==> src/wid_pkg.sv <==
// constants, register map and types of the wake-up and interrupt dispatch block
package wid_pkg;

  // ********************************************************************
  // register bus geometry
  // ********************************************************************
  localparam int WID_ADDR_W = 4;
  localparam int WID_DATA_W = 16;
  localparam int WID_NUM_SRC = 10;

  // ********************************************************************
  // register offsets
  // ********************************************************************
  localparam logic [3:0] WID_REG_CTRL = 4'h0;
  localparam logic [3:0] WID_REG_IRQ_ENABLE = 4'h1;
  localparam logic [3:0] WID_REG_STATUS = 4'h2;
  localparam logic [3:0] WID_REG_CLEAR = 4'h3;
  localparam logic [3:0] WID_REG_STATE = 4'h4;

  // ********************************************************************
  // field positions
  // ********************************************************************
  localparam int WID_CTRL_CMP2_WAKE = 0;
  localparam int WID_CTRL_SPI_WAKE = 1;
  localparam int WID_STATE_GIE = 0;
  localparam int WID_STATE_MODE_LO = 1;
  localparam int WID_STATE_SERVICE = 3;

  // source bit positions in enable, status and clear registers
  localparam int WID_SRC_CMP2 = 0;
  localparam int WID_SRC_TIMER1 = 1;
  localparam int WID_SRC_UART_TX = 2;
  localparam int WID_SRC_UART_RXF = 3;
  localparam int WID_SRC_UART_ERR = 4;
  localparam int WID_SRC_TIMER2 = 5;
  localparam int WID_SRC_TIMER3 = 6;
  localparam int WID_SRC_PWM_A = 7;
  localparam int WID_SRC_PWM_B = 8;
  localparam int WID_SRC_SPI = 9;

  // ********************************************************************
  // reset values
  // ********************************************************************
  localparam logic [1:0] WID_CTRL_RESET = 2'h0;
  localparam logic [9:0] WID_IRQ_ENABLE_RESET = 10'h000;
  localparam logic [9:0] WID_STATUS_RESET = 10'h000;
  localparam logic WID_GIE_RESET = 1'b0;

  // ********************************************************************
  // power modes reported by the core
  // ********************************************************************
  localparam logic [1:0] WID_MODE_SLEEP = 2'h0;
  localparam logic [1:0] WID_MODE_IDLE = 2'h1;
  localparam logic [1:0] WID_MODE_GREEN = 2'h2;
  localparam logic [1:0] WID_MODE_NORMAL = 2'h3;

  // ********************************************************************
  // wake capability of a source
  // ********************************************************************
  typedef enum logic [1:0] {
    WID_WAKE_NEVER,
    WID_WAKE_IDLE_BY_IE,
    WID_WAKE_BY_WE
  } wid_wake_class_t;

  // dispatcher sequencing states
  typedef enum logic [1:0] {
    WID_ST_RUN,
    WID_ST_SERVICE
  } wid_state_t;

endpackage : wid_pkg

==> src/wid_dispatch.sv <==
// top of the wake-up and interrupt dispatch block
//
// Functional notes
// [RULE1] comparator change with both enables clear neither wakes nor interrupts
// [RULE2] comparator wake enable alone wakes and resumes, never interrupts
// [RULE3] comparator irq enable alone: no wake; vector or continue by global state
// [RULE4] both comparator enables: wake, then vector or continue by global state
// [RULE5] timer one irq enable wakes from idle only, vector by global state
// [RULE6] timer one irq enable clear: no wake, no interrupt
// [RULE7] uart transmit done never wakes; interrupts when enabled
// [RULE8] uart receive full never wakes; interrupts when enabled
// [RULE9] uart receive error never wakes; interrupts when enabled
// [RULE10] uart source with enable clear is silent in every mode
// [RULE11] timer two irq enable wakes from idle only, vector by global state
// [RULE12] timer three irq enable wakes from idle only, vector by global state
// [RULE13] pwm period match wakes from idle only, vector by global state
// [RULE14] global enabled after wake: service interrupt, then next instruction
// [RULE15] global disabled after wake: resume at next instruction
// [RULE16] software uses serial wake only with the interface as slave
// [RULE17] software disables watchdog before comparator-only sleep wake
// [RULE18] serial slave with wake enable wakes once a transfer is received
// [RULE19] enable and disable instructions set and clear the global state
`timescale 1ns/100ps
module wid_dispatch
  import wid_pkg::*;
(
  input wire logic SYS_CLK,
  input wire logic RST_N,
  input wire logic [3:0] REG_ADDR,
  input wire logic [15:0] REG_WDATA,
  input wire logic REG_WR,
  input wire logic REG_RD,
  output logic [15:0] REG_RDATA,
  input wire logic [1:0] POWER_MODE,
  input wire logic CMP2_OUT,
  input wire logic TIMER_ONE_EVENT,
  input wire logic TIMER_TWO_EVENT,
  input wire logic TIMER_THREE_EVENT,
  input wire logic UART_TX_DONE,
  input wire logic UART_RX_FULL,
  input wire logic UART_RX_ERROR,
  input wire logic PWM_A_MATCH,
  input wire logic PWM_B_MATCH,
  input wire logic SPI_RX_DONE,
  input wire logic SPI_SLAVE_MODE,
  input wire logic GLOBAL_IRQ_ENABLE_INSTR,
  input wire logic GLOBAL_IRQ_DISABLE_INSTR,
  input wire logic ISR_RETURN,
  output logic WAKE,
  output logic RESUME_NEXT,
  output logic VECTOR,
  output logic IRQ,
  output logic GLOBAL_IRQ_STATE
);

  // ********************************************************************
  // state
  // ********************************************************************
  typedef struct packed {
    wid_state_t state;
    logic [1:0] ctrl;
    logic [9:0] irq_enable;
    logic gie;
    logic [15:0] rdata;
    logic wake;
    logic resume;
    logic vector;
  } wid_top_state_t;

  wid_top_state_t cur;
  wid_top_state_t nxt;

  logic cmp2_change;
  logic [9:0] events;
  logic [9:0] wake_en;
  logic [9:0] clear;
  logic [9:0] status;
  logic [9:0] wake_req;
  logic [9:0] irq_req;
  logic any_wake;
  logic any_irq;
  logic active_mode;
  logic low_power;
  logic gie_after_instr;
  logic wr_ctrl;
  logic wr_enable;
  logic wr_clear;
  logic servicing;
  logic [15:0] ctrl_word;
  logic [15:0] enable_word;
  logic [15:0] status_word;
  logic [15:0] state_word;

  // ********************************************************************
  // comparator change detection
  // ********************************************************************
  wid_change_detect u_cmp2_change (
    .clk(SYS_CLK),
    .rst_n(RST_N),
    .level(CMP2_OUT),
    .change(cmp2_change)
  );

  // event vector in source bit order
  always_comb begin
    events = '0;
    events[WID_SRC_CMP2] = cmp2_change;
    events[WID_SRC_TIMER1] = TIMER_ONE_EVENT;
    events[WID_SRC_UART_TX] = UART_TX_DONE;
    events[WID_SRC_UART_RXF] = UART_RX_FULL;
    events[WID_SRC_UART_ERR] = UART_RX_ERROR;
    events[WID_SRC_TIMER2] = TIMER_TWO_EVENT;
    events[WID_SRC_TIMER3] = TIMER_THREE_EVENT;
    events[WID_SRC_PWM_A] = PWM_A_MATCH;
    events[WID_SRC_PWM_B] = PWM_B_MATCH;
    events[WID_SRC_SPI] = SPI_RX_DONE;
  end

  // wake enables exist only for the comparator and the serial slave
  always_comb begin
    wake_en = '0;
    wake_en[WID_SRC_CMP2] = cur.ctrl[WID_CTRL_CMP2_WAKE];
    wake_en[WID_SRC_SPI] = cur.ctrl[WID_CTRL_SPI_WAKE] && SPI_SLAVE_MODE; // [RULE16] [RULE18]
  end

  // ********************************************************************
  // register decode
  // ********************************************************************
  // one write strobe per writable register
  always_comb begin
    wr_ctrl = REG_WR && (REG_ADDR == WID_REG_CTRL);
    wr_enable = REG_WR && (REG_ADDR == WID_REG_IRQ_ENABLE);
    wr_clear = REG_WR && (REG_ADDR == WID_REG_CLEAR);
  end

  // write to the clear register drops the selected status bits
  assign clear = wr_clear ? REG_WDATA[9:0] : 10'h000;

  // ********************************************************************
  // read images
  // ********************************************************************
  // fields at their package positions, unused bits read as zero
  always_comb begin
    servicing = (cur.state == WID_ST_SERVICE);
    ctrl_word = 16'h0000;
    ctrl_word[WID_CTRL_CMP2_WAKE] = cur.ctrl[WID_CTRL_CMP2_WAKE];
    ctrl_word[WID_CTRL_SPI_WAKE] = cur.ctrl[WID_CTRL_SPI_WAKE];
    enable_word = 16'h0000;
    enable_word[9:0] = cur.irq_enable;
    status_word = 16'h0000;
    status_word[9:0] = status;
    state_word = 16'h0000;
    state_word[WID_STATE_GIE] = cur.gie;
    state_word[WID_STATE_MODE_LO +: 2] = POWER_MODE;
    state_word[WID_STATE_SERVICE] = servicing;
  end

  // ********************************************************************
  // event sources
  // ********************************************************************
  function automatic wid_wake_class_t wid_class_of(input int idx);
    if (idx == WID_SRC_CMP2 || idx == WID_SRC_SPI) begin
      return WID_WAKE_BY_WE;
    end else if (idx == WID_SRC_UART_TX || idx == WID_SRC_UART_RXF ||
                 idx == WID_SRC_UART_ERR) begin
      return WID_WAKE_NEVER;
    end else begin
      return WID_WAKE_IDLE_BY_IE;
    end
  endfunction : wid_class_of

  // one source instance per bit
  for (genvar g = 0; g < WID_NUM_SRC; g++) begin : g_src
    wid_source #(
      .WAKE_CLASS(wid_class_of(g))
    ) u_src (
      .clk(SYS_CLK),
      .rst_n(RST_N),
      .event_pulse(events[g]),
      .irq_enable(cur.irq_enable[g]),
      .wake_enable(wake_en[g]),
      .clear(clear[g]),
      .power_mode(POWER_MODE),
      .status(status[g]),
      .wake_req(wake_req[g]),
      .irq_req(irq_req[g])
    );
  end

  // ********************************************************************
  // dispatch decision
  // ********************************************************************
  always_comb begin
    any_wake = |wake_req;
    any_irq = |irq_req;
    low_power = (POWER_MODE == WID_MODE_SLEEP) || (POWER_MODE == WID_MODE_IDLE);
    active_mode = (POWER_MODE == WID_MODE_GREEN) || (POWER_MODE == WID_MODE_NORMAL);
  end

  // ********************************************************************
  // global interrupt state
  // ********************************************************************
  // core instructions; enable wins when both come in one cycle
  always_comb begin
    gie_after_instr = cur.gie;
    if (GLOBAL_IRQ_DISABLE_INSTR) begin
      gie_after_instr = 1'b0; // [RULE19]
    end
    if (GLOBAL_IRQ_ENABLE_INSTR) begin
      gie_after_instr = 1'b1; // [RULE19]
    end
  end

  // ********************************************************************
  // sequencer
  // ********************************************************************
  // sequencing, global state and register file
  always_comb begin
    nxt = cur;
    nxt.wake = 1'b0;
    nxt.resume = 1'b0;
    nxt.vector = 1'b0;
    nxt.rdata = 16'h0000;

    // global interrupt state from the core's instructions
    nxt.gie = gie_after_instr; // [RULE19]

    case (cur.state)
      WID_ST_RUN: begin
        if (low_power && any_wake) begin
          // wake-up, then branch on the global state
          nxt.wake = 1'b1;
          if (cur.gie && any_irq) begin
            nxt.vector = 1'b1; // [RULE3] [RULE4] [RULE14] [RULE19]
            nxt.gie = 1'b0;
            nxt.state = WID_ST_SERVICE;
          end else begin
            nxt.resume = 1'b1; // [RULE2] [RULE15]
          end
        end else if (active_mode && cur.gie && any_irq) begin
          // running: vector only while globally enabled
          nxt.vector = 1'b1; // [RULE3] [RULE5] [RULE7] [RULE8] [RULE9] [RULE13] [RULE19]
          nxt.gie = 1'b0;
          nxt.state = WID_ST_SERVICE;
        end
      end
      WID_ST_SERVICE: begin
        // handler done: re-enable and carry on with the next instruction
        if (ISR_RETURN) begin
          nxt.gie = 1'b1;
          nxt.resume = 1'b1; // [RULE14]
          nxt.state = WID_ST_RUN;
        end
      end
      default: begin
        nxt.state = WID_ST_RUN;
      end
    endcase

    // register writes; status, state and unmapped offsets ignore writes
    if (wr_ctrl) begin
      nxt.ctrl = REG_WDATA[1:0];
    end
    if (wr_enable) begin
      nxt.irq_enable = REG_WDATA[9:0];
    end

    // register reads, data in the following cycle
    if (REG_RD) begin
      case (REG_ADDR)
        WID_REG_CTRL: nxt.rdata = ctrl_word;
        WID_REG_IRQ_ENABLE: nxt.rdata = enable_word;
        WID_REG_STATUS: nxt.rdata = status_word;
        WID_REG_STATE: nxt.rdata = state_word;
        WID_REG_CLEAR: nxt.rdata = 16'h0000; // write only
        default: nxt.rdata = 16'h0000;
      endcase
    end
  end

  // state register
  always_ff @(posedge SYS_CLK) begin
    if (!RST_N) begin
      cur.state <= WID_ST_RUN;
      cur.ctrl <= WID_CTRL_RESET;
      cur.irq_enable <= WID_IRQ_ENABLE_RESET;
      cur.gie <= WID_GIE_RESET;
      cur.rdata <= 16'h0000;
      cur.wake <= 1'b0;
      cur.resume <= 1'b0;
      cur.vector <= 1'b0;
    end else begin
      cur <= nxt;
    end
  end

  // ********************************************************************
  // outputs
  // ********************************************************************
  assign REG_RDATA = cur.rdata;
  assign WAKE = cur.wake;
  assign RESUME_NEXT = cur.resume;
  assign VECTOR = cur.vector;
  assign IRQ = any_irq; // enabled sticky status pending
  assign GLOBAL_IRQ_STATE = cur.gie;

endmodule : wid_dispatch

==> src/wid_change_detect.sv <==
// one-cycle pulse on every change of a level input
`timescale 1ns/100ps
module wid_change_detect
  import wid_pkg::*;
(
  input wire logic clk,
  input wire logic rst_n,
  input wire logic level,
  output logic change
);

  typedef struct packed {
    logic prev;
    logic primed;
    logic change;
  } wid_cd_state_t;

  wid_cd_state_t cur;
  wid_cd_state_t nxt;

  // compare with the previous sample; first sample after reset only primes
  always_comb begin
    nxt = cur;
    nxt.prev = level;
    nxt.primed = 1'b1;
    nxt.change = cur.primed && (level != cur.prev);
  end

  // state register
  always_ff @(posedge clk) begin
    if (!rst_n) begin
      cur <= '0;
    end else begin
      cur <= nxt;
    end
  end

  assign change = cur.change;

endmodule : wid_change_detect

==> src/wid_source.sv <==
// one event source: sticky status, wake request and interrupt request
`timescale 1ns/100ps
module wid_source
  import wid_pkg::*;
#(
  parameter wid_wake_class_t WAKE_CLASS = WID_WAKE_NEVER
) (
  input wire logic clk,
  input wire logic rst_n,
  input wire logic event_pulse,
  input wire logic irq_enable,
  input wire logic wake_enable,
  input wire logic clear,
  input wire logic [1:0] power_mode,
  output logic status,
  output logic wake_req,
  output logic irq_req
);

  typedef struct packed {
    logic status;
    logic wake;
  } wid_src_state_t;

  wid_src_state_t cur;
  wid_src_state_t nxt;
  logic low_power;
  logic may_wake;

  // wake permission by class and current power mode
  always_comb begin
    low_power = (power_mode == WID_MODE_SLEEP) || (power_mode == WID_MODE_IDLE);
    case (WAKE_CLASS)
      WID_WAKE_BY_WE: may_wake = wake_enable && low_power; // [RULE1] [RULE2] [RULE4] [RULE18]
      WID_WAKE_IDLE_BY_IE: may_wake = irq_enable && (power_mode == WID_MODE_IDLE); // [RULE5] [RULE6] [RULE11] [RULE12] [RULE13]
      default: may_wake = 1'b0; // [RULE7] [RULE8] [RULE9] [RULE10]
    endcase
  end

  // sticky status, set wins over clear; wake request is one cycle
  always_comb begin
    nxt = cur;
    nxt.status = event_pulse || (cur.status && !clear);
    nxt.wake = event_pulse && may_wake;
  end

  // state register
  always_ff @(posedge clk) begin
    if (!rst_n) begin
      cur <= '0;
    end else begin
      cur <= nxt;
    end
  end

  assign status = cur.status;
  assign wake_req = cur.wake;
  assign irq_req = cur.status && irq_enable; // [RULE1] [RULE6] [RULE10]

endmodule : wid_source

==> config.mk <==
export PLATFORM = sky130hd
export DESIGN_NAME = wid_dispatch
export DESIGN_NICKNAME = d
export VERILOG_FILES = /design/src/wid_pkg.sv /design/src/wid_dispatch.sv /design/src/wid_change_detect.sv /design/src/wid_source.sv
export SDC_FILE = /design/constraint.sdc
export NUM_CORES = 1
export LEC_CHECK = 0
export ABC_CLOCK_PERIOD_IN_PS = 1800
export BUFFER_PORTS_ARGS = -buffer_cell sky130_fd_sc_hd__buf_2
export CORE_MARGIN = 2
export CORE_UTILIZATION = 30
export CTS_BUF_LIST = sky130_fd_sc_hd__clkbuf_4 sky130_fd_sc_hd__clkbuf_8
export DETAILED_ROUTE_END_ITERATION = 8
export REMOVE_ABC_BUFFERS = 1
export SETUP_SLACK_MARGIN = 0.15
export SYNTH_ARGS = -nofsm -noshare
export SYNTH_HDL_FRONTEND = slang
export SYNTH_HIERARCHICAL = 1
export SYNTH_SLANG_ARGS = --single-unit
==> constraint.sdc <==
create_clock -name SYS_CLK -period 1.8 [get_ports SYS_CLK]
set_input_delay 0.27 -clock SYS_CLK [delete_from_list [all_inputs] [get_ports SYS_CLK]]
set_output_delay 0.27 -clock SYS_CLK [all_outputs]
set_load 0.01 [all_outputs]
==> run metrics, run 1 <==
largest family of logic cells by synthesized area=simple AND/OR/NAND/NOR gates; largest net degree at the start of global routing=26; power share of the clock group=31.2%; Worst setup endpoint=IRQ; Worst Setup SP=cur[28]$_SDFFE_PN0P_; final WL=5.23 mm; P&R area growth vs syn=17.4%; CP Max Fanout=2; DRC=0; DIE WIDTH=91.5 µm; Die Footprint=8370 µm²; clock latency on the worst-skew pair=290 ps; CP Launch Type=flip-flop; Syn Inst Count=238; post-route cell area=2700 µm²; I/O pins=61; most common cell after layout, fill and taps aside=buf_2; clk_skew=3.31 ps; EDFF count, synth=0; ys flop type=dfxtp_1; worst hold stages=2; most frequent cells in the layout=buf_2, dfxtp_1, buf_4; routed len/inst=13.7 µm; Clock Path Buffers=2; GRT Residual Overflow=0; WP data required=1530 ps; cell family with most CP delay=simple AND/OR/NAND/NOR gates; initial antenna violation count=0; placed insts=369; Critical Path End Type=output port; WP depth=5; worst r2r src=cur[28]$_SDFFE_PN0P_; Hold Path Class=in -> reg; Post-Synth XOR/XNOR Area=0.381%; pre-CTS setup slack=160 ps; RSZ-0062 raised after global routing=yes; r2r setup slk=300 ps; outcome=complete, no violations; # port buffers=48; Combinational Power Share=11.4%; Detail Route Antenna Nets=0; async set-reset flop share out of synthesis=0%; adder-cell share of the synthesized area=0.490%; register area share after synthesis=41.0%; max incr delay on CP=320 ps; Cell Pwr Density=702 nW/µm²; Period Utilization, post-route=93.4%; setup_tns=0 ps; complex-gate fraction of the synthesized area=15.5%; FMAX=595 MHz; post-synth top area share=41.0%; root buffer cell=clkbuf_8; clock slew at reported path FFs=80 ps; multiplexer share of the synthesized area=0.981%; hold_buf cts=0; Int Power=1.45 mW; H-tree Lvls=2; initial DRC count=62; yosys warns=6; final cell count without fillers=381; Die Y=91.5 µm; FF-to-FF path depth=6; Leak=1.12 nW; CTS tree=yes; CP Data Arrival Time=1410 ps; average cell area after synthesis=9.65 µm²; gr usage total=12.6%; # setup viols final=0; global-route wire length before repair=8.38 mm; Antenna diodes=0; FP Rows=31; detailed-router iteration count before antenna repair=4; switch share=23.6%; critical path class=reg -> out; layout cells sized above 1=40.8%; vias in the first global route=1679; maximum VDD drop=0.358 mV; count of final hold-check violations=0; Synth Area in Simple Gates=31.0%; Syn Std Cell Area=2300 µm²; ranking of synthesized cells by area=dfxtp_1, buf_4, nor2b_4; vias=1746; vias per cell=4.58; Num CTS Buffers=5; Psw=0.448 mW; CTS sink cnt=47; Worst Path Buf+Inv=2; Placer Congestion=0.759; final net count=323; crit path max-delay cell type=dfxtp_2; Synth cell types=45; Slew Limit Fails=0; Starting Density=31.3%; dpl hpwl=3.77 mm; FF+latch count, synth=47; max-cap viol count=0; RR Endpoint=RESUME_NEXT$_SDFF_PN0_; placed cell areas=2520 µm²; final worst slack=119 ps; Yosys top cell by area=dfxtp_1; core area=7330 µm²; final critical-path required period=1680 ps; Sequential Power Share=57.4%; crit-path cells=and2_4 -> nor4_4 -> buf_4 -> nand3_2 -> buf_6
through the flow:
step / hold slack [ps] / total power [mW] / util, %
global route: 175 / 1.99 / 36.8
CTS: 178 / 1.92 / 36.5
global placement: 443 / 1.31 / 34.3
floorplan: 298 / 1.21 / -
finish: 188 / 1.89 / 36.8
detailed placement: 447 / 1.32 / 34.3
cell usage after synthesis (all sizes together) (3+ instances only):
library cell,count
a21oi,16
a22oi,10
and2,22
buf,24
clkbuf,4
conb,4
dfxtp,47
inv,4
nand2,10
nand3,12
nand3b,6
nor2,13
nor2b,10
nor3,4
nor4,3
nor4b,3
o21a,10
o21ai,12
area by class of cell:
class                           count  area [µm²]
Clock buffer                        6        76.3
Fill cell                         765        4630
Multi-Input combinational cell    164        1190
Sequential cell                    47         947
Inverter                            4        15.0
Tap cell                           99         124
Timing Repair Buffer               61         344
sequential cells by signal (all words and copies together), names as in the netlist:
register	flops
GLOBAL_IRQ_STATE	1
REG_RDATA	10
RESUME_NEXT	1
VECTOR	1
WAKE	1
ctrl_word	2
cur	11
g_src.u_src/status	10
g_src.u_src/wake_req	7
u_cmp2_change/change	1
u_cmp2_change/cur	2
routing by layer:
| metal | part of all wire (%) | vias to the layer above | track usage (%) |
|---|---|---|---|
| met5 | 0 | - | 0 |
| met4 | 0.94 | 0 | 3.03 |
| met3 | 4.9 | 5 | 2.90 |
| met2 | 46 | 44 | 19.7 |
| met1 | 48 | 810 | 17.6 |
| li1 | - | 887 | - |
worst min-delay path by stage:
stage                                          startpoint                          endpoint  slack, ps
after global routing                         UART_TX_DONE  g_src[2].u_src/status$_SDFF_PN0_        170
after detailed placement  u_cmp2_change/change$_SDFF_PN0_  g_src[0].u_src/status$_SDFF_PN0_        450
after CTS                                    UART_RX_FULL  g_src[3].u_src/status$_SDFF_PN0_        180
final                                        UART_RX_FULL  g_src[3].u_src/status$_SDFF_PN0_        190
after global placement       u_cmp2_change/cur[1]$_DFF_P_   u_cmp2_change/change$_SDFF_PN0_        440
after floorplan                                     RST_N      u_cmp2_change/cur[1]$_DFF_P_        300
cells by family (layout without fill, tap and decap cells):
logic type / after synthesis / count (layout)
buffers and inverters: 32 / 71
DFF: 47 / 47
AOI/OAI and AO/OA: 54 / 54
other: 4 / 9
adders and majority gates: 1 / 1
muxes: 2 / 2
and+or+nand+nor: 97 / 97
xor gates and xnor gates: 1 / 1
what timing repair did:
action	in CTS	in global routing
resized for setup	13	2
pin swaps	2	2
endpoints found under the setup margin	2	2
setup buffers	4	2
worst register-to-register path, cell delays in order, from the launching register on:
cell and delay [ps]:
dfxtp_2 320, and2_4 150, nor4_4 270, buf_4 160, buf_4 100, a31oi_1 90, o41ai_2 320
power groups by stage:
stage / clock network [mW] / logic (mW) / registers [mW]
5_1_grt: 0.658 / 0.238 / 1.09
3_3_place_gp: 0 / 0.205 / 1.11
4_1_cts: 0.621 / 0.215 / 1.09
2_1_floorplan: 0 / 0.101 / 1.11
3_5_place_dp: 0 / 0.208 / 1.11
6_report: 0.591 / 0.215 / 1.09
Power figures use the tool's default switching activity.
==> inputs of run 2 (changes only) <==
Settings changed: CTS_BUF_LIST sky130_fd_sc_hd__clkbuf_4 sky130_fd_sc_hd__clkbuf_8 to sky130_fd_sc_hd__clkbuf_2.
==> run 2 against run 1 <==
Against the previous run: the run now ends with negative setup slack left; setup slack lost 150 ps; non-clock buffer count grew 4; via count grew 1.5%; count of clock-buffer cells in the layout is the same; utilization is essentially flat; fmax shrank 8.0%; wire length grew 2.4%; sequential share of layout area grew 0.15 points; clock skew grew 12 ps; final cell count grew 1.0%; first-iteration DRC count grew 29%; clock power shrank 33%.
==> run metrics, run 2 (same netlist as run 1, synthesis figures left out) <==
FMAX=547 MHz (-8.0%); DIE WIDTH=91.5 µm (unchanged); Psw=0.442 mW (-1.1%); Leak=1.12 nW (+0.52%); DRC=0 (unchanged); # port buffers=48 (unchanged); CP Launch Type=flip-flop; FP Rows=31 (unchanged); dpl hpwl=3.77 mm (unchanged); max incr delay on CP=360 ps (+40 ps); max-cap viol count=0 (unchanged); cell family with most CP delay=simple AND/OR/NAND/NOR gates; clock slew at reported path FFs=210 ps (+130 ps); placed insts=369 (unchanged); final WL=5.36 mm (+2.4%); final worst slack=-28.5 ps (-147 ps); Cell Pwr Density=634 nW/µm² (-9.7%); hold path start=UART_RX_FULL; root buffer cell=clkbuf_2; most common cell after layout, fill and taps aside=buf_2; gr usage total=13.0% (+0.40 points); count of final hold-check violations=0 (unchanged); FF-to-FF path depth=7 (+1); switch share=25.9% (+2.2 points); Antenna diodes=0 (unchanged); CTS tree=yes; most frequent cells in the layout=buf_2, dfxtp_1, buf_4; final cell count without fillers=385 (+1.0%); CTS sink cnt=47 (unchanged); WP depth=5 (unchanged); Slew Limit Fails=0 (unchanged); maximum VDD drop=0.311 mV (-13%); Top reg by flops=cur; detailed-router iteration count before antenna repair=4 (unchanged); clock latency on the worst-skew pair=400 ps (+110 ps); failing checks=negative setup slack; Fillers=771 (+0.78%); critical path class=reg -> out; CP Data Arrival Time=1560 ps (+150 ps); RR Endpoint=GLOBAL_IRQ_STATE$_SDFF_PN0_; Num CTS Buffers=5 (unchanged); P&R area growth vs syn=17.5% (about the same); GRT Residual Overflow=0 (unchanged); placed cell areas=2520 µm² (unchanged); clk_skew=15.6 ps (+12.3 ps); global-route wire length before repair=8.56 mm (+2.2%); Starting Density=31.3% (unchanged); I/O pins=61 (unchanged); Clock Path Buffers=2 (unchanged); routed len/inst=13.9 µm (+1.4%); Worst Path Buf+Inv=2 (unchanged); crit path max-delay cell type=dfxtp_2; outcome=finished with violations; Int Power=1.27 mW (-12%); Die Footprint=8370 µm² (unchanged); Detail Route Antenna Nets=0 (unchanged); vias in the first global route=1716 (+2.2%); Hold Crit Endpoint=g_src[3].u_src/status$_SDFF_PN0_; power share of the clock group=23.2% (-8.0 points); Placer Congestion=0.759 (unchanged); r2r setup slk=200 ps (-100 ps); Sequential Power Share=63.8% (+6.4 points); layout cells sized above 1=42.7% (+1.9 points); initial DRC count=80 (+29%); worst hold stages=2 (unchanged); Die Y=91.5 µm (unchanged); max reg flops=11 (unchanged); CP Max Fanout=2 (unchanged); final critical-path required period=1830 ps (+147 ps); RSZ-0062 raised after global routing=yes; post-route cell area=2700 µm² (about the same); Hold Path Class=in -> reg; WP data required=1530 ps (about the same); setup_tns=-28.5 ps (-28.5 ps); vias=1773 (+1.5%); worst r2r src=g_src[6].u_src/status$_SDFF_PN0_; Worst Setup SP=cur[27]$_SDFFE_PN0P_; Power Total=1.71 mW (-9.6%); final net count=327 (+1.2%); initial antenna violation count=0 (unchanged); Critical Path End Type=output port; core area=7330 µm² (unchanged); largest net degree at the start of global routing=26 (unchanged); Combinational Power Share=13.0% (+1.6 points); Period Utilization, post-route=102% (+8.2 points); # setup viols final=1 (+1); H-tree Lvls=2 (unchanged); vias per cell=4.61 (+0.49%); worst hold slack=59.2 ps (-128 ps); crit-path cells=and2_4 -> nor4_4 -> buf_4 -> nand3_4 -> buf_6
[run 2: cell count changes in the layout (fill, tap and decap cells not counted), sizes merged]
cell	previous run	this run
buf	61	64
dlygate4sd3	0	1
[run 2: layout make-up]
class / instances / area [µm²] / share of cell area, %
Multi-Input combinational cell: 164 / 1200 / 44.5
Sequential cell: 47 / 952 / 35.3
Timing Repair Buffer: 65 / 377 / 14.0
Tap cell: 99 / 124 / 4.59
Clock buffer: 6 / 30.0 / 1.11
Inverter: 4 / 15.0 / 0.556
[run 2: power groups by stage]
| stage | clock network, mW | logic, mW | registers, mW |
|---|---|---|---|
| after floorplan | 0 | 0.101 | 1.11 |
| after global placement | 0 | 0.205 | 1.11 |
| after detailed placement | 0 | 0.208 | 1.11 |
| after CTS | 0.423 | 0.218 | 1.09 |
| after global routing | 0.462 | 0.245 | 1.10 |
| final | 0.397 | 0.223 | 1.09 |
[run 2: worst max path at each step]
stage | slack, ps | endpoint
after floorplan | 400 | RESUME_NEXT$_SDFF_PN0_
after global placement | 140 | RESUME_NEXT$_SDFF_PN0_
after detailed placement | 160 | RESUME_NEXT$_SDFF_PN0_
after CTS | -90 | IRQ
after global routing | -120 | IRQ
final | -30 | IRQ
[run 2: timing repair]
item / in CTS / in global routing
setup buffers: 6 / 3
gates resized for setup: 13 / 10
pin swaps: 2 / 4
endpoints found under the hold margin: 0 / 1
hold buffers: 0 / 1
endpoints found under the setup margin: 2 / 2
[run 2: worst reg2reg max path: stages (launching register included)]
cell and delay (ps):
dfxtp_1 390, and2_4 160, nor4_4 40, buf_4 140
buf_4 120, buf_4 120, a31o_2 250, o311a_1 320
[run 2: per-stage QoR]
step	utilization, %	setup WS, ps
floorplan	-	396
global placement	34.3	139
detailed placement	34.3	160
CTS	36.0	-85.6
global route	36.8	-123
finish	36.8	-28.5
[run 2: metal layers]
| layer | GRT usage, % | vias up | wire length (µm) |
|---|---|---|---|
| met1 | 17.6 | 812 | 2550 |
| met5 | 0 | - | 0 |
| met2 | 20.5 | 56 | 2470 |
| li1 | - | 900 | - |
| met4 | 4.17 | 0 | 56 |
| met3 | 2.90 | 5 | 288 |
==> inputs of run 3 (changes only) <==
Settings changed: CORE_UTILIZATION 30 to 25.
==> run 3 against run 2 <==
Against the previous run: total power rose by 19%; flip-flop and latch count did not move; first-iteration DRC count rose by 33%; via count rose by 4.2%; fmax fell by 3.9%; final cell count rose by 2.9%; clock skew rose by 4.8 ps; global-route usage fell by 1.3 points; setup slack got worse by 73 ps; clock power rose by 82%; highest routed layer unchanged; design area rose by 2.5%; the run still ends with negative setup slack left; register-to-register slack improved by 20 ps.
==> run metrics, run 3 (same netlist as run 1, synthesis figures left out) <==
RR Endpoint=RESUME_NEXT$_SDFF_PN0_; initial DRC count=106 (+33%); Hold Path Class=in -> reg; count of final hold-check violations=0 (unchanged); RSZ-0062 raised after global routing=yes; hold path start=UART_RX_FULL; vias in the first global route=1815 (+5.8%); WP data required=1530 ps (about the same); vias per cell=4.66 (+1.3%); Slew HR=66.9%; GRT Residual Overflow=0 (unchanged); outcome=finished with violations; Placer Congestion=0.856 (+13%); CP Data Arrival Time=1630 ps (+70 ps); worst hold stages=2 (unchanged); H-tree Lvls=2 (unchanged); max-cap viol count=0 (unchanged); Die Footprint=9970 µm² (+19%); failing checks=negative setup slack; routed len/inst=13.9 µm (-0.17%); final net count=327 (unchanged); core area=8810 µm² (+20%); CP Launch Type=flip-flop; layout cells sized above 1=42.4% (-0.30 points); clock latency on the worst-skew pair=440 ps (+40 ps); placed insts=378 (+2.4%); Detail Route Antenna Nets=0 (unchanged); final cell count without fillers=396 (+2.9%); global-route wire length before repair=9.02 mm (+5.3%); DIE WIDTH=99.8 µm (+9.1%); most frequent cells in the layout=buf_2, dfxtp_1, buf_4; CTS tree=yes; initial antenna violation count=0 (unchanged); pre-CTS setup slack=206 ps (+46.8 ps); Hold Crit Endpoint=g_src[3].u_src/status$_SDFF_PN0_; DRC=0 (unchanged); CP Max Fanout=2 (unchanged); Cell Pwr Density=736 nW/µm² (+16%); critical path class=reg -> out; setup_tns=-102 ps (-73.4 ps); # setup viols final=1 (unchanged); FF-to-FF path depth=6 (-1); placed cell areas=2530 µm² (+0.45%); final critical-path required period=1900 ps (+73.4 ps); FMAX=526 MHz (-3.9%); Die Y=99.8 µm (+9.1%); Power Total=2.04 mW (+19%); worst hold slack=33.5 ps (-25.7 ps); FP Rows=34 (+9.7%); Leak=1.15 nW (+2.1%); Antenna diodes=0 (unchanged); maximum VDD drop=0.295 mV (-4.9%); max reg flops=11 (unchanged); I/O pins=61 (unchanged); Critical Path End Type=output port; final WL=5.51 mm (+2.7%); # port buffers=48 (unchanged); Clock Path Buffers=2 (unchanged); dpl hpwl=3.94 mm (+4.7%); most common cell after layout, fill and taps aside=buf_2; r2r setup slk=220 ps (+20 ps); Slew Limit Fails=0 (unchanged); Period Utilization, post-route=106% (+4.1 points); largest net degree at the start of global routing=26 (unchanged); worst r2r src=cur[21]$_SDFFE_PN0P_; vias=1847 (+4.2%); detailed-router iteration count before antenna repair=4 (unchanged); worst-margin pin slew=493 ps; Layout Utilization=31.4% (-5.4 points); root buffer cell=clkbuf_2; CTS sink cnt=47 (unchanged); gr usage total=11.7% (-1.3 points); Top reg by flops=cur; clk_skew=20.3 ps (+4.76 ps); P&R area growth vs syn=20.5%; final worst slack=-102 ps (-73.4 ps); Num CTS Buffers=5 (unchanged); post-route cell area=2770 µm² (+2.5%); clock slew at reported path FFs=240 ps (+30 ps); Starting Density=26.1% (-5.2 points)
run 3: area by class of cell:
cell class              count  area (µm²)
inverters                   4        15.0
well taps                 108         135
repair buffers             65         383
clock inverters             2        60.1
fillers                   924        6040
clock buffers               6        30.0
flip-flops and latches     47         952
multi-input cells         164        1190
run 3: power by group:
part / leakage, nW / internal (mW) / total (mW) / switching, mW
clock: 0.0532 / 0.380 / 0.724 / 0.344
sequential: 0.387 / 1.07 / 1.09 / 0.0184
combinational: 0.705 / 0.108 / 0.223 / 0.114
total: 1.15 / 1.56 / 2.04 / 0.477
run 3: worst max-delay path, stage by stage, from the launching register on:
cell and delay [ps]:
dfxtp_2 380, and2_4 150, nor4_4 280, buf_4 170, nand3_4 70, buf_6 140
run 3: worst max path at each step:
| stage | to | start | slack (ps) | cells after the start |
|---|---|---|---|---|
| 2_1_floorplan | RESUME_NEXT$_SDFF_PN0_ | cur[27]$_SDFFE_PN0P_ | 400 | 4 |
| 3_3_place_gp | RESUME_NEXT$_SDFF_PN0_ | cur[27]$_SDFFE_PN0P_ | 150 | 5 |
| 3_5_place_dp | RESUME_NEXT$_SDFF_PN0_ | cur[21]$_SDFFE_PN0P_ | 210 | 4 |
| 4_1_cts | IRQ | cur[28]$_SDFFE_PN0P_ | -110 | 5 |
| 5_1_grt | IRQ | cur[28]$_SDFFE_PN0P_ | -180 | 5 |
| 6_report | IRQ | cur[28]$_SDFFE_PN0P_ | -100 | 5 |
run 3: timing repair:
action	CTS	global route
endpoints found under the setup margin	2	2
pin swaps	3	1
gates resized for setup	14	8
hold buffers	0	2
buffers inserted	5	3
hold endpoints to repair	0	2
run 3: layer usage:
layer / wire length [µm] / part of all wire (%) / track usage (%) / vias up
met3: 361 / 6.6 / 3.20 / 7
met2: 2580 / 47 / 18.7 / 63
met1: 2480 / 45 / 15.2 / 874
met4: 82 / 1.5 / 3.90 / 0
li1: - / - / - / 903
met5: 0 / 0 / 0 / -
